===== config.mk =====
export PLATFORM = sky130hd
export DESIGN_NAME = udc_top
export DESIGN_NICKNAME = d
export VERILOG_FILES = /design/src/hdl/udc_pkg.sv /design/src/hdl/udc_sync.sv /design/src/hdl/udc_clamp.sv /design/src/hdl/udc_top.sv
export SDC_FILE = /design/constraint.sdc
export NUM_CORES = 1
export LEC_CHECK = 0
export ABC_CLOCK_PERIOD_IN_PS = 6400
export BUFFER_PORTS_ARGS = -buffer_cell sky130_fd_sc_hd__buf_2
export CAP_MARGIN = 25
export CELL_PAD_IN_SITES_DETAIL_PLACEMENT = 1
export CELL_PAD_IN_SITES_GLOBAL_PLACEMENT = 1
export CORE_ASPECT_RATIO = 0.9
export CORE_UTILIZATION = 40
export DETAILED_ROUTE_END_ITERATION = 16
export PLACE_DENSITY = 0.74
export SLEW_MARGIN = 40
export SYNTH_ARGS = -nofsm -noshare
export SYNTH_HDL_FRONTEND = slang
export SYNTH_SLANG_ARGS = --single-unit

===== constraint.sdc =====
create_clock -name clk_i -period 6.4 [get_ports clk_i]
set_clock_uncertainty 0.1 [all_clocks]
set_input_delay 0.96 -clock clk_i [delete_from_list [all_inputs] [get_ports clk_i]]
set_output_delay 0.96 -clock clk_i [all_outputs]
set_load 0.02 [all_outputs]

===== src/hdl/udc_pkg.sv =====
// Purpose : shared constants of the up/down threshold counter
// Assumes : 40 MHz clock, 32-bit classic Wishbone register port
// Notes   : offsets are byte addresses of aligned 32-bit words
package udc_pkg;
  // ------------------------------------------------------------
  // count range
  // ------------------------------------------------------------
  localparam int             CW      = 20;
  localparam logic [CW-1:0]  CNT_MAX = 20'hF423F;
  localparam logic [CW-1:0]  CNT_MIN = 20'h00000;

  // ------------------------------------------------------------
  // register offsets
  // ------------------------------------------------------------
  localparam logic [7:0] OFS_CTRL   = 8'h00;
  localparam logic [7:0] OFS_ON     = 8'h04;
  localparam logic [7:0] OFS_OFF    = 8'h08;
  localparam logic [7:0] OFS_INIT   = 8'h0C;
  localparam logic [7:0] OFS_SCAN   = 8'h10;
  localparam logic [7:0] OFS_COUNT  = 8'h14;
  localparam logic [7:0] OFS_STATUS = 8'h18;

  // ------------------------------------------------------------
  // field positions
  // ------------------------------------------------------------
  localparam int CTRL_ON_SRC  = 0;
  localparam int CTRL_OFF_SRC = 1;
  localparam int CTRL_RETAIN  = 2;
  localparam int STAT_SWITCH  = 0;
  localparam int STAT_CLR     = 1;
  localparam int STAT_RETAIN  = 2;

  // ------------------------------------------------------------
  // reset values
  // ------------------------------------------------------------
  localparam logic [2:0]    CTRL_RST = 3'h0;
  localparam logic [CW-1:0] ON_RST   = 20'h00000;
  localparam logic [CW-1:0] OFF_RST  = 20'h00000;
  localparam logic [CW-1:0] INIT_RST = 20'h00000;

  // ------------------------------------------------------------
  // timing
  // ------------------------------------------------------------
  localparam int          CLK_PERIOD_NS = 25;
  localparam int          SCAN_TIME_NS  = 10000;
  localparam logic [15:0] SCAN_CYC      = 16'(SCAN_TIME_NS / CLK_PERIOD_NS);
endpackage


===== src/hdl/udc_sync.sv =====
// Purpose : two-flop synchronisers with rising edge detection
// Assumes : inputs come from outside the clock domain
// Notes   : edge compares the synced level with the previous sample
`timescale 1ns/100ps
module udc_sync import udc_pkg::*; #(
  parameter int N = 4
) (
  input  wire logic         clk_i,
  input  wire logic         rst_i,
  input  wire logic [N-1:0] async_i,
  output logic      [N-1:0] level_o,
  output logic      [N-1:0] rise_o
);
  logic [N-1:0] meta;
  logic [N-1:0] sync;
  logic [N-1:0] prev;

  // ------------------------------------------------------------
  // per-bit synchroniser
  // ------------------------------------------------------------
  for (genvar i = 0; i < N; i++) begin : g_bit
    always_ff @(posedge clk_i) begin
      if (rst_i) begin
        meta[i] <= 1'b0;
        sync[i] <= 1'b0;
        prev[i] <= 1'b0;
      end else begin
        meta[i] <= async_i[i];
        sync[i] <= meta[i];
        prev[i] <= sync[i];
      end
    end
    assign level_o[i] = sync[i];
    assign rise_o[i]  = sync[i] & ~prev[i];
  end
endmodule


===== src/hdl/udc_clamp.sv =====
// Purpose : threshold source select with range clamp
// Assumes : referenced value is a signed word on the same clock
// Notes   : combinational
`timescale 1ns/100ps
module udc_clamp import udc_pkg::*; (
  input  wire logic               sel_ref_i,
  input  wire logic [CW-1:0]      const_i,
  input  wire logic signed [31:0] ref_i,
  output logic        [CW-1:0]    val_o
);
  always_comb begin
    if (!sel_ref_i) begin
      val_o = const_i;
    end else if (ref_i < 0) begin
      val_o = CNT_MIN;
    end else if (ref_i > $signed({12'h000, CNT_MAX})) begin
      val_o = CNT_MAX;
    end else begin
      val_o = ref_i[CW-1:0];
    end
  end
endmodule


===== src/hdl/udc_top.sv =====
// Purpose : up/down event counter with on/off threshold output
// Assumes : classic Wishbone slave, 32-bit data, one cycle answer
// Notes   : comparisons happen once per scan tick only
`timescale 1ns/100ps
// Contract
// each rising pulse edge moves count by one
// direction low counts up, high counts down
// clear input loads count with start value
// while clear high: output low, edges dropped
// start value is software configurable
// on>=off: hysteresis set at on, clear below off
// on<off: output high inside window only
// thresholds may come from another block
// referenced thresholds clamp to valid range
// retention off: power loss clears count, output
// compare only once per scan cycle
// window skipped between scans leaves output
// edge by sample compare; count holds 999999
module udc_top import udc_pkg::*; (
  input  wire logic               clk_i,
  input  wire logic               rst_i,
  input  wire logic [7:0]         adr_i,
  input  wire logic [31:0]        dat_i,
  output logic      [31:0]        dat_o,
  input  wire logic [3:0]         sel_i,
  input  wire logic               we_i,
  input  wire logic               cyc_i,
  input  wire logic               stb_i,
  output logic                    ack_o,
  input  wire logic               cnt_pulse_i,
  input  wire logic               cnt_dir_i,
  input  wire logic               cnt_clr_i,
  input  wire logic               pwr_lost_i,
  input  wire logic signed [31:0] on_ref_i,
  input  wire logic signed [31:0] off_ref_i,
  output logic      [CW-1:0]      count_o,
  output logic                    switch_o
);
  logic [2:0]    ctrl;
  logic [CW-1:0] on_thresh;
  logic [CW-1:0] off_thresh;
  logic [CW-1:0] initial_count;
  logic [15:0]   scan_period;
  logic [15:0]   scan_cnt;
  logic          scan_tick;
  logic [CW-1:0] count;
  logic          switch_q;
  logic [CW-1:0] on_val;
  logic [CW-1:0] off_val;
  logic [3:0]    pin_lvl;
  logic [3:0]    pin_rise;
  logic          pulse_rise;
  logic          dir_lvl;
  logic          clr_lvl;
  logic          pwr_clear;
  logic          wr_en;
  logic          rd_req;
  logic [31:0]   next_rdata;

  // ------------------------------------------------------------
  // pin synchronisers
  // ------------------------------------------------------------
  udc_sync #(.N(4)) u_sync (
    .clk_i   (clk_i),
    .rst_i   (rst_i),
    .async_i ({pwr_lost_i, cnt_clr_i, cnt_dir_i, cnt_pulse_i}),
    .level_o (pin_lvl),
    .rise_o  (pin_rise)
  );

  assign pulse_rise = pin_rise[0];
  assign dir_lvl    = pin_lvl[1];
  assign clr_lvl    = pin_lvl[2];
  assign pwr_clear  = pin_rise[3] & ~ctrl[CTRL_RETAIN];

  // ------------------------------------------------------------
  // threshold sources
  // ------------------------------------------------------------
  udc_clamp u_on (
    .sel_ref_i (ctrl[CTRL_ON_SRC]),
    .const_i   (on_thresh),
    .ref_i     (on_ref_i),
    .val_o     (on_val)
  );

  udc_clamp u_off (
    .sel_ref_i (ctrl[CTRL_OFF_SRC]),
    .const_i   (off_thresh),
    .ref_i     (off_ref_i),
    .val_o     (off_val)
  );

  // ------------------------------------------------------------
  // wishbone slave
  // ------------------------------------------------------------
  function automatic logic [31:0] merge(input logic [31:0] old,
                                        input logic [31:0] wd,
                                        input logic [3:0]  be);
    logic [31:0] r;
    r = old;
    for (int b = 0; b < 4; b++) begin
      if (be[b]) begin
        r[8*b +: 8] = wd[8*b +: 8];
      end
    end
    return r;
  endfunction

  assign wr_en  = cyc_i & stb_i & we_i & ack_o;
  assign rd_req = cyc_i & stb_i & ~ack_o;

  always_ff @(posedge clk_i) begin
    if (rst_i) begin
      ack_o <= 1'b0;
    end else begin
      ack_o <= rd_req;
    end
  end

  always_comb begin
    next_rdata = 32'h00000000;
    unique case (adr_i)
      OFS_CTRL:   next_rdata[2:0]    = ctrl;
      OFS_ON:     next_rdata[CW-1:0] = on_thresh;
      OFS_OFF:    next_rdata[CW-1:0] = off_thresh;
      OFS_INIT:   next_rdata[CW-1:0] = initial_count;
      OFS_SCAN:   next_rdata[15:0]   = scan_period;
      OFS_COUNT:  next_rdata[CW-1:0] = count;
      OFS_STATUS: begin
        next_rdata[STAT_SWITCH] = switch_q;
        next_rdata[STAT_CLR]    = clr_lvl;
        next_rdata[STAT_RETAIN] = ctrl[CTRL_RETAIN];
      end
      default:    next_rdata = 32'h00000000;
    endcase
  end

  always_ff @(posedge clk_i) begin
    if (rst_i) begin
      dat_o <= 32'h00000000;
    end else if (rd_req) begin
      dat_o <= next_rdata;
    end
  end

  // ------------------------------------------------------------
  // configuration registers
  // ------------------------------------------------------------
  always_ff @(posedge clk_i) begin
    if (rst_i) begin
      ctrl <= CTRL_RST;
    end else if (wr_en && adr_i == OFS_CTRL) begin
      ctrl <= 3'(merge({29'h0, ctrl}, dat_i, sel_i));
    end
  end

  always_ff @(posedge clk_i) begin
    if (rst_i) begin
      on_thresh <= ON_RST;
    end else if (wr_en && adr_i == OFS_ON) begin
      on_thresh <= CW'(merge({12'h0, on_thresh}, dat_i, sel_i));
    end
  end

  always_ff @(posedge clk_i) begin
    if (rst_i) begin
      off_thresh <= OFF_RST;
    end else if (wr_en && adr_i == OFS_OFF) begin
      off_thresh <= CW'(merge({12'h0, off_thresh}, dat_i, sel_i));
    end
  end

  always_ff @(posedge clk_i) begin
    if (rst_i) begin
      initial_count <= INIT_RST;
    end else if (wr_en && adr_i == OFS_INIT) begin
      initial_count <= CW'(merge({12'h0, initial_count}, dat_i, sel_i));
    end
  end

  always_ff @(posedge clk_i) begin
    if (rst_i) begin
      scan_period <= SCAN_CYC;
    end else if (wr_en && adr_i == OFS_SCAN) begin
      scan_period <= 16'(merge({16'h0, scan_period}, dat_i, sel_i));
    end
  end

  // ------------------------------------------------------------
  // scan timer
  // ------------------------------------------------------------
  always_ff @(posedge clk_i) begin
    if (rst_i) begin
      scan_cnt  <= SCAN_CYC;
      scan_tick <= 1'b0;
    end else begin
      scan_tick <= (scan_cnt == 16'h0000);
      if (scan_cnt == 16'h0000) begin
        scan_cnt <= (scan_period == 16'h0000) ? 16'h0000 : scan_period - 16'h0001;
      end else begin
        scan_cnt <= scan_cnt - 16'h0001;
      end
    end
  end

  // ------------------------------------------------------------
  // counter
  // ------------------------------------------------------------
  always_ff @(posedge clk_i) begin
    if (rst_i) begin
      count <= INIT_RST;
    end else if (clr_lvl) begin
      count <= initial_count;
    end else if (pwr_clear) begin
      count <= CNT_MIN;
    end else if (pulse_rise) begin
      if (!dir_lvl && count != CNT_MAX) begin
        count <= count + 20'h00001;
      end else if (dir_lvl && count != CNT_MIN) begin
        count <= count - 20'h00001;
      end
    end
  end

  assign count_o = count;

  // ------------------------------------------------------------
  // switching output
  // ------------------------------------------------------------
  always_ff @(posedge clk_i) begin
    if (rst_i) begin
      switch_q <= 1'b0;
    end else if (clr_lvl) begin
      switch_q <= 1'b0;
    end else if (pwr_clear) begin
      switch_q <= 1'b0;
    end else if (scan_tick) begin
      if (on_val >= off_val) begin
        if (count >= on_val) begin
          switch_q <= 1'b1;
        end else if (count < off_val) begin
          switch_q <= 1'b0;
        end
      end else begin
        switch_q <= (count >= on_val) && (count < off_val);
      end
    end
  end

  assign switch_o = switch_q;
endmodule


==> key figures, run 1 <==
Clock network
  • Root Buffer: clkbuf_16
  • Worst skew pair latency: 0.43 ns
  • Clock slew at reported path FFs: 0.07 ns
  • Maximum clock insertion buffer count: 2
  • Clock sinks: 148
  • CTS H-tree lvls: 4
  • Total CTS buffers: 17
  • # hold bufs at CTS: 0
  • Setup repair bufs after CTS: 0
  • Cts repair resizes: 0
  • CTS tree: done

Yosys
  • Distinct cells, synth: 75
  • Post-Synth Simple-Gate Area: 21.0%
  • Synth top area share: 30.1%
  • Post-synthesis sequential area ratio: 30.1%
  • Post-synth ARST share: 0%
  • Mapped cell area: 9840 um^2
  • Number of synthesized register bits: 148
  • Multiplexer area fraction after synthesis: 12.2%
  • XOR/XNOR share of the synthesized area: 3.38%
  • Synth top area cells: dfxtp_1 (30%), ha_1 (9.9%), mux2i_1 (9.3%), nor2_1 (7.2%), a21oi_1 (3.3%)
  • Main synth FF type: dfxtp_1
  • Largest family of logic cells by synthesized area: simple AND/OR/NAND/NOR gates
  • Syn Area/Cell: 8.44 um^2
  • Syn Inst Count: 1165
  • Yosys warnings: 0
  • Cell taking the most area after synthesis: dfxtp_1
  • Synth Area in Compound Gates: 18.5%
  • Post-synth EDFFs: 0
  • Post-Synth Adder-Cell Area: 10.2%

Critical path
  • RR Endpoint: count_o[16]
  • Reg-to-reg startpoint: count_o[11]
  • CP Capture Type: flip-flop
  • CP startpoint: count_o[11]
  • Crit path to: count_o[16]
  • Arrival @ worst endpoint: 4.78 ns
  • Startpoint Class: flip-flop
  • Crit path max fanout: 20
  • Worst Reg-to-Reg Cells: 13
  • WS Path Type: flip-flop to flip-flop
  • Flop-to-flop setup slack: 1.86 ns
  • WP data required: 6.63 ns

Run status
  • Status: completed

STA
  • Final hold slack: 0.339 ns
  • Final worst-path setup slack: 1.86 ns
  • RSZ-0062 raised after global routing: false
  • Fmax: 0.220 GHz
  • Finish-stage setup viols: 0
  • Slew headroom: 44.0%
  • Worst Max-Slew Pin Slew: 0.833 ns
  • Final hold vios: 0
  • Final slew viol count: 0
  • Period utilisation layout: 71.0%
  • Setup_tns: 0 ns
  • Min Tclk post-route: 4.54 ns

GRT
  • Grt total ovfl: 0
  • Pin count of the biggest net entering global routing: 79
  • First-pass GRT wire length: 55600 um
  • Total track usage: 28.8%
  • Initial antenna violation count: 0
  • Vias in the first global route: 9743

Floorplanning
  • Initial core utilization: 40.7%
  • DIE HEIGHT: 151 um
  • Core ar.: 24200 um^2
  • Die Area: 25200 um^2
  • Die Width: 167 um
  • # IOs: 171
  • Floorplan row count: 54

Power
  • Clock share of power: 44.2%
  • Pint: 1730 uW
  • Logic gate share of total power: 14.8%
  • Psw: 695 uW
  • Max IR drop VDD: 162 uV
  • Pleak: 0.00509 uW
  • Cell Pwr Density: 212 nW/um^2
  • Seq pwr share: 41.0%
  • Sw frac: 28.6%

Min path
  • Hold Crit Class: flip-flop to flip-flop

Cells and area
  • Fill cell count: 2902
  • Area growth from synthesis to layout: 16.7%
  • Nets: 1486
  • Antenna cells: 0
  • Layout cells sized above 1: 20.0%

Placed design
  • PortBufs: 145
  • Dpl ws: 1.57 ns
  • Hpwl dp: 26900 um
  • Routability cong.: 0.868

Detailed routing
  • Drt first pass iters: 5
  • Routed via count: 9553
  • First DRT Iteration DRCs: 742
  • Wire per inst: 22.1 um
  • # DRC: 0
  • Drt via density: 5.93
  • Routed Antenna Nets: 0
  • Final wirelength: 35700 um

Flow run
  • Max-Cap Viols: 0
cells by family (layout without fill, tap and decap cells):
| group | count (synthesis) | in the layout |
|---|---|---|
| compound gates | 248 | 248 |
| xor+xnor | 38 | 38 |
| fa+ha+maj | 80 | 80 |
| mux | 117 | 117 |
| other cells | 1 | 12 |
| flops | 148 | 148 |
| buf+inv | 104 | 231 |
| simple gates | 429 | 429 |
power by group through the flow:
| stage | logic [uW] | clock network (uW) | registers [uW] |
|---|---|---|---|
| after floorplan | 216 | 0 | 1010 |
| after global placement | 340 | 0 | 1010 |
| after detailed placement | 351 | 0 | 1020 |
| after CTS | 355 | 1090 | 995 |
| after global routing | 394 | 1130 | 998 |
| final | 358 | 1070 | 996 |
cell type report:
cell class / count / area, um^2 / area share (%)
timing repair buffer: 158 / 838 / 7.31
multi-input combinational: 924 / 6510 / 56.7
sequential: 148 / 2960 / 25.8
tap: 308 / 385 / 3.36
inverter: 41 / 154 / 1.34
clock buffer: 19 / 453 / 3.95
clock inverter: 13 / 171 / 1.49
worst max-delay path, cell delays in order (launching register included):
cell,delay [ns]
dfxtp_1,0.48
or4_1,0.60
nor2_1,0.15
a21oi_1,0.20
inv_1,0.58
ha_1,0.40
o21ai_0,0.14
nor2_1,0.32
o41ai_2,0.18
a211oi_1,0.32
or2_2,0.22
nor3_1,0.06
or4_1,0.48
a311oi_1,0.23
flip-flops by register name, indices dropped and copies added, names as in the netlist, 2 cells and up:
register        flops
initial_count      20
u_sync.meta         4
u_sync.level_o      4
ctrl                3
u_sync.prev         2
scan_cnt           16
on_thresh          20
count_o            20
scan_period        16
dat_o              20
off_thresh         20
synth_stat cells (5+ instances only):
library cell,instances
a211oi_1,8
a21o_1,21
a21oi_1,64
a221o_1,11
a221oi_1,6
a222oi_1,17
a22oi_1,5
a22oi_2,9
a311oi_1,15
a31o_2,9
a31oi_1,5
and3_1,6
buf_1,7
buf_4,12
clkbuf_1,40
dfxtp_1,148
ha_1,78
inv_1,40
mux2_2,26
mux2i_1,91
nand2_1,81
nand2b_1,8
nand3_1,17
nand3b_1,6
nand4_1,12
nor2_1,188
nor2b_1,25
nor3_1,28
nor4_1,18
o211ai_1,6
o21a_1,6
o21ai_0,33
o21bai_1,5
or2_2,6
or4_1,8
xnor2_1,15
xor2_1,23
stage by stage:
| step | utilization [%] | instances | cell area, um^2 | total power (uW) |
|---|---|---|---|---|
| after global routing | 47.4 | 1611 | 11500 | 2520 |
| after CTS | 47.3 | 1610 | 11500 | 2430 |
| after floorplan | - | 1176 | 9880 | 1230 |
| final | 47.4 | 1611 | 11500 | 2430 |
| after detailed placement | 44.8 | 1578 | 10800 | 1370 |
| after global placement | 44.7 | 1578 | 10800 | 1360 |
metal layers:
metal | global-route usage (%) | vias to the layer above | wire length [um]
li1 | - | 4504 | -
met1 | 36.9 | 4691 | 16000
met2 | 49.0 | 304 | 16900
met3 | 4.65 | 54 | 1930
met4 | 10.2 | 0 | 901
met5 | 0 | - | 0
worst min path at each step:
stage / cells after the start / start / slack, ns / to
after floorplan: 1 / u_sync.meta[0] / 0.31 / u_sync.level_o[0]
after global placement: 1 / u_sync.meta[2] / 0.32 / u_sync.level_o[2]
after detailed placement: 1 / u_sync.meta[0] / 0.33 / u_sync.level_o[0]
after CTS: 1 / u_sync.meta[0] / 0.35 / u_sync.level_o[0]
after global routing: 1 / u_sync.meta[1] / 0.37 / u_sync.level_o[1]
final: 1 / u_sync.meta[0] / 0.34 / u_sync.level_o[0]
placed cells by master, fill, tap and decap left out, types with 6 or more instances in the layout:
cell type,instances
nor2_1,185
dfxtp_1,148
buf_2,144
mux2i_1,91
nand2_1,81
ha_1,78
a21oi_1,64
inv_1,40
o21ai_0,33
nor3_1,27
mux2_2,26
nor2b_1,25
xor2_1,23
a21o_1,21
nor4_1,17
nand3_1,17
a222oi_1,17
clkbuf_16,17
a311oi_1,15
xnor2_1,15
buf_4,13
nand4_1,12
conb_1,12
a221o_1,11
a31o_2,9
a22oi_2,9
or4_1,8
nand2b_1,8
a211oi_1,8
or2_2,6
nand3b_1,6
a221oi_1,6
and3_1,6
o211ai_1,6
o21a_1,6
Power figures use the tool's default switching activity.
==> run 2: changes to the inputs <==
ABC_CLOCK_PERIOD_IN_PS = 3700   (was 6400)
CORE_UTILIZATION = 39   (was 40)
PLACE_DENSITY = 0.75   (was 0.74)
clock period = 3.7 ns   (was 6.4 ns; I/O delays follow)
==> run 2 against run 1 <==
Effect of this change: non-clock buffer count increased by 66; power grew 75%; maximum frequency rose by 27%; hold slack worse by 0.12 ns; via count increased by 4.4%; sequential power rose by 68%; clock power rose by 74%; die area up 2.5%; critical path type unchanged; highest routed layer unchanged.
==> key figures, run 2 (same netlist as run 1, synthesis figures left out) <==
Clock network
  • Clock sinks: 148 (unchanged)
  • Worst skew pair latency: 0.44 ns (about the same)
  • # hold bufs at CTS: 0 (unchanged)
  • Clock slew at reported path FFs: 0.06 ns (about the same)
  • Maximum clock insertion buffer count: 2 (unchanged)
  • CTS tree: done
  • CTS H-tree lvls: 4 (unchanged)
  • Root Buffer: clkbuf_16
  • Total CTS buffers: 17 (unchanged)

Detailed routing
  • Routed via count: 9969 (+4.4%)
  • Routed Antenna Nets: 0 (unchanged)
  • Drt first pass iters: 5 (unchanged)
  • Wire per inst: 21.9 um (-1.3%)
  • Drt via density: 5.85 (-1.3%)
  • # DRC: 0 (unchanged)
  • First DRT Iteration DRCs: 710 (-4.3%)
  • Final wirelength: 37200 um (+4.4%)

STA
  • Finish-stage setup viols: 0 (unchanged)
  • Final hold slack: 0.224 ns (-0.115 ns)
  • Final slew viol count: 0 (unchanged)
  • Final hold vios: 0 (unchanged)
  • Worst Max-Slew Pin Slew: 0.843 ns (+0.00955 ns)
  • Fmax: 0.280 GHz (+27%)
  • Slew headroom: 43.8% (-0.29 points)
  • Min Tclk post-route: 3.58 ns (-0.968 ns)
  • Period utilisation layout: 96.7% (+26 points)
  • Setup_tns: 0 ns (unchanged)

Floorplanning
  • Floorplan row count: 54 (unchanged)
  • DIE HEIGHT: 153 um (+1.3%)
  • Die Area: 25900 um^2 (+2.5%)
  • # IOs: 171 (unchanged)
  • Die Width: 169 um (+1.3%)
  • Initial core utilization: 40.1% (-0.56 points)
  • Core ar.: 24500 um^2 (+1.4%)

GRT
  • Vias in the first global route: 10000 (+2.9%)
  • Pin count of the biggest net entering global routing: 125 (+58%)
  • Grt total ovfl: 0 (unchanged)
  • Total track usage: 28.8% (about the same)
  • First-pass GRT wire length: 57200 um (+2.8%)
  • Initial antenna violation count: 0 (unchanged)

Critical path
  • Startpoint Class: flip-flop
  • Worst stage delay on the critical path: 0.57 ns (-0.03 ns)
  • WS Path Type: flip-flop to flip-flop
  • Flop-to-flop setup slack: 0.12 ns (-1.73 ns)
  • WP data required: 3.92 ns (-2.71 ns)
  • Arrival @ worst endpoint: 3.80 ns (-0.98 ns)
  • Worst path cell trace: or4_1, nor2_4, a21oi_4, inv_4, ha_4, nor2b_1, o31a_1, o41a_1, o21a_1, o21a_1, or4_1, a32oi_1, nor3_1
  • Crit path max fanout: 6 (-70%)
  • CP Capture Type: flip-flop
  • CP max stage cell: or4_1

Cells and area
  • Most frequent cells in the layout: nor2_1 (185), dfxtp_1 (147), buf_2 (144)
  • Nets: 1552 (+4.4%)
  • Antenna cells: 0 (unchanged)
  • Area growth from synthesis to layout: 22.7%
  • Layout cells sized above 1: 24.6% (+4.5 points)
  • Most common cell after layout, fill and taps aside: nor2_1

Power
  • Max IR drop VDD: 295 uV (+82%)
  • Pleak: 0.00541 uW (+6.3%)
  • Cell Pwr Density: 353 nW/um^2 (+67%)
  • Total power: 4260 uW (+75%)

Min path
  • Hold Crit Class: primary input to flip-flop

Placed design
  • PortBufs: 145 (unchanged)
  • Hpwl dp: 28500 um (+6.1%)
  • Routability cong.: 0.875 (+0.81%)

Run status
  • Status: completed

Flow run
  • Max-Cap Viols: 0 (unchanged)
run 2: stage by stage:
step	utilization [%]	cell area [um^2]	std cells	setup WS, ns
6_report	49.2	12100	1704	0.123
5_1_grt	49.2	12100	1704	-0.00780
4_1_cts	48.8	12000	1699	0.0158
3_5_place_dp	46.3	11300	1668	-0.221
3_3_place_gp	46.3	11300	1668	-0.114
2_1_floorplan	-	9890	1176	0.0318
run 2: critical path, delay by kind of cell, from the launching register on:
family / cells / cell delay (ns)
adders and majority gates: 1 / 0.22
DFF: 1 / 0.32
AOI/OAI and AO/OA: 6 / 1.37
buffers and inverters: 1 / 0.11
and+or+nand+nor: 5 / 1.36
run 2: where the power goes:
part           switching (uW)  internal, uW
sequential               33.8          1640
combinational             438           289
clock                     735          1120
run 2: worst paths after layout:
check | startpoint | endpoint | depth (start not counted)
min | cnt_pulse_i | u_sync.meta[0] | 2
max | count_o[6] | count_o[10] | 13
max reg2reg | count_o[6] | count_o[10] | 13
min reg2reg | u_sync.meta[0] | u_sync.level_o[0] | 1
run 2: cell type report:
type / count / area [um^2]
fill: 2983 / 12500
sequential: 148 / 2960
clock inverter: 13 / 181
inverter: 41 / 156
tap: 336 / 420
multi-input combinational: 924 / 6570
timing repair buffer: 224 / 1350
clock buffer: 18 / 429
run 2: what timing repair did:
action,CTS,global route
setup buffers,0,5
gates cloned,0,0
setup endpoints to repair,1,9
gates resized for setup,1,14
pin swaps,0,5
hold endpoints to repair,0,0
run 2: per-layer routing:
layer / vias to the layer above / global-route usage, % / share of wire, %
met5: - / 0 / 0
met4: 0 / 9.52 / 2.7
met3: 56 / 4.00 / 5.3
met2: 329 / 47.7 / 47
met1: 4955 / 38.4 / 45
li1: 4629 / - / -
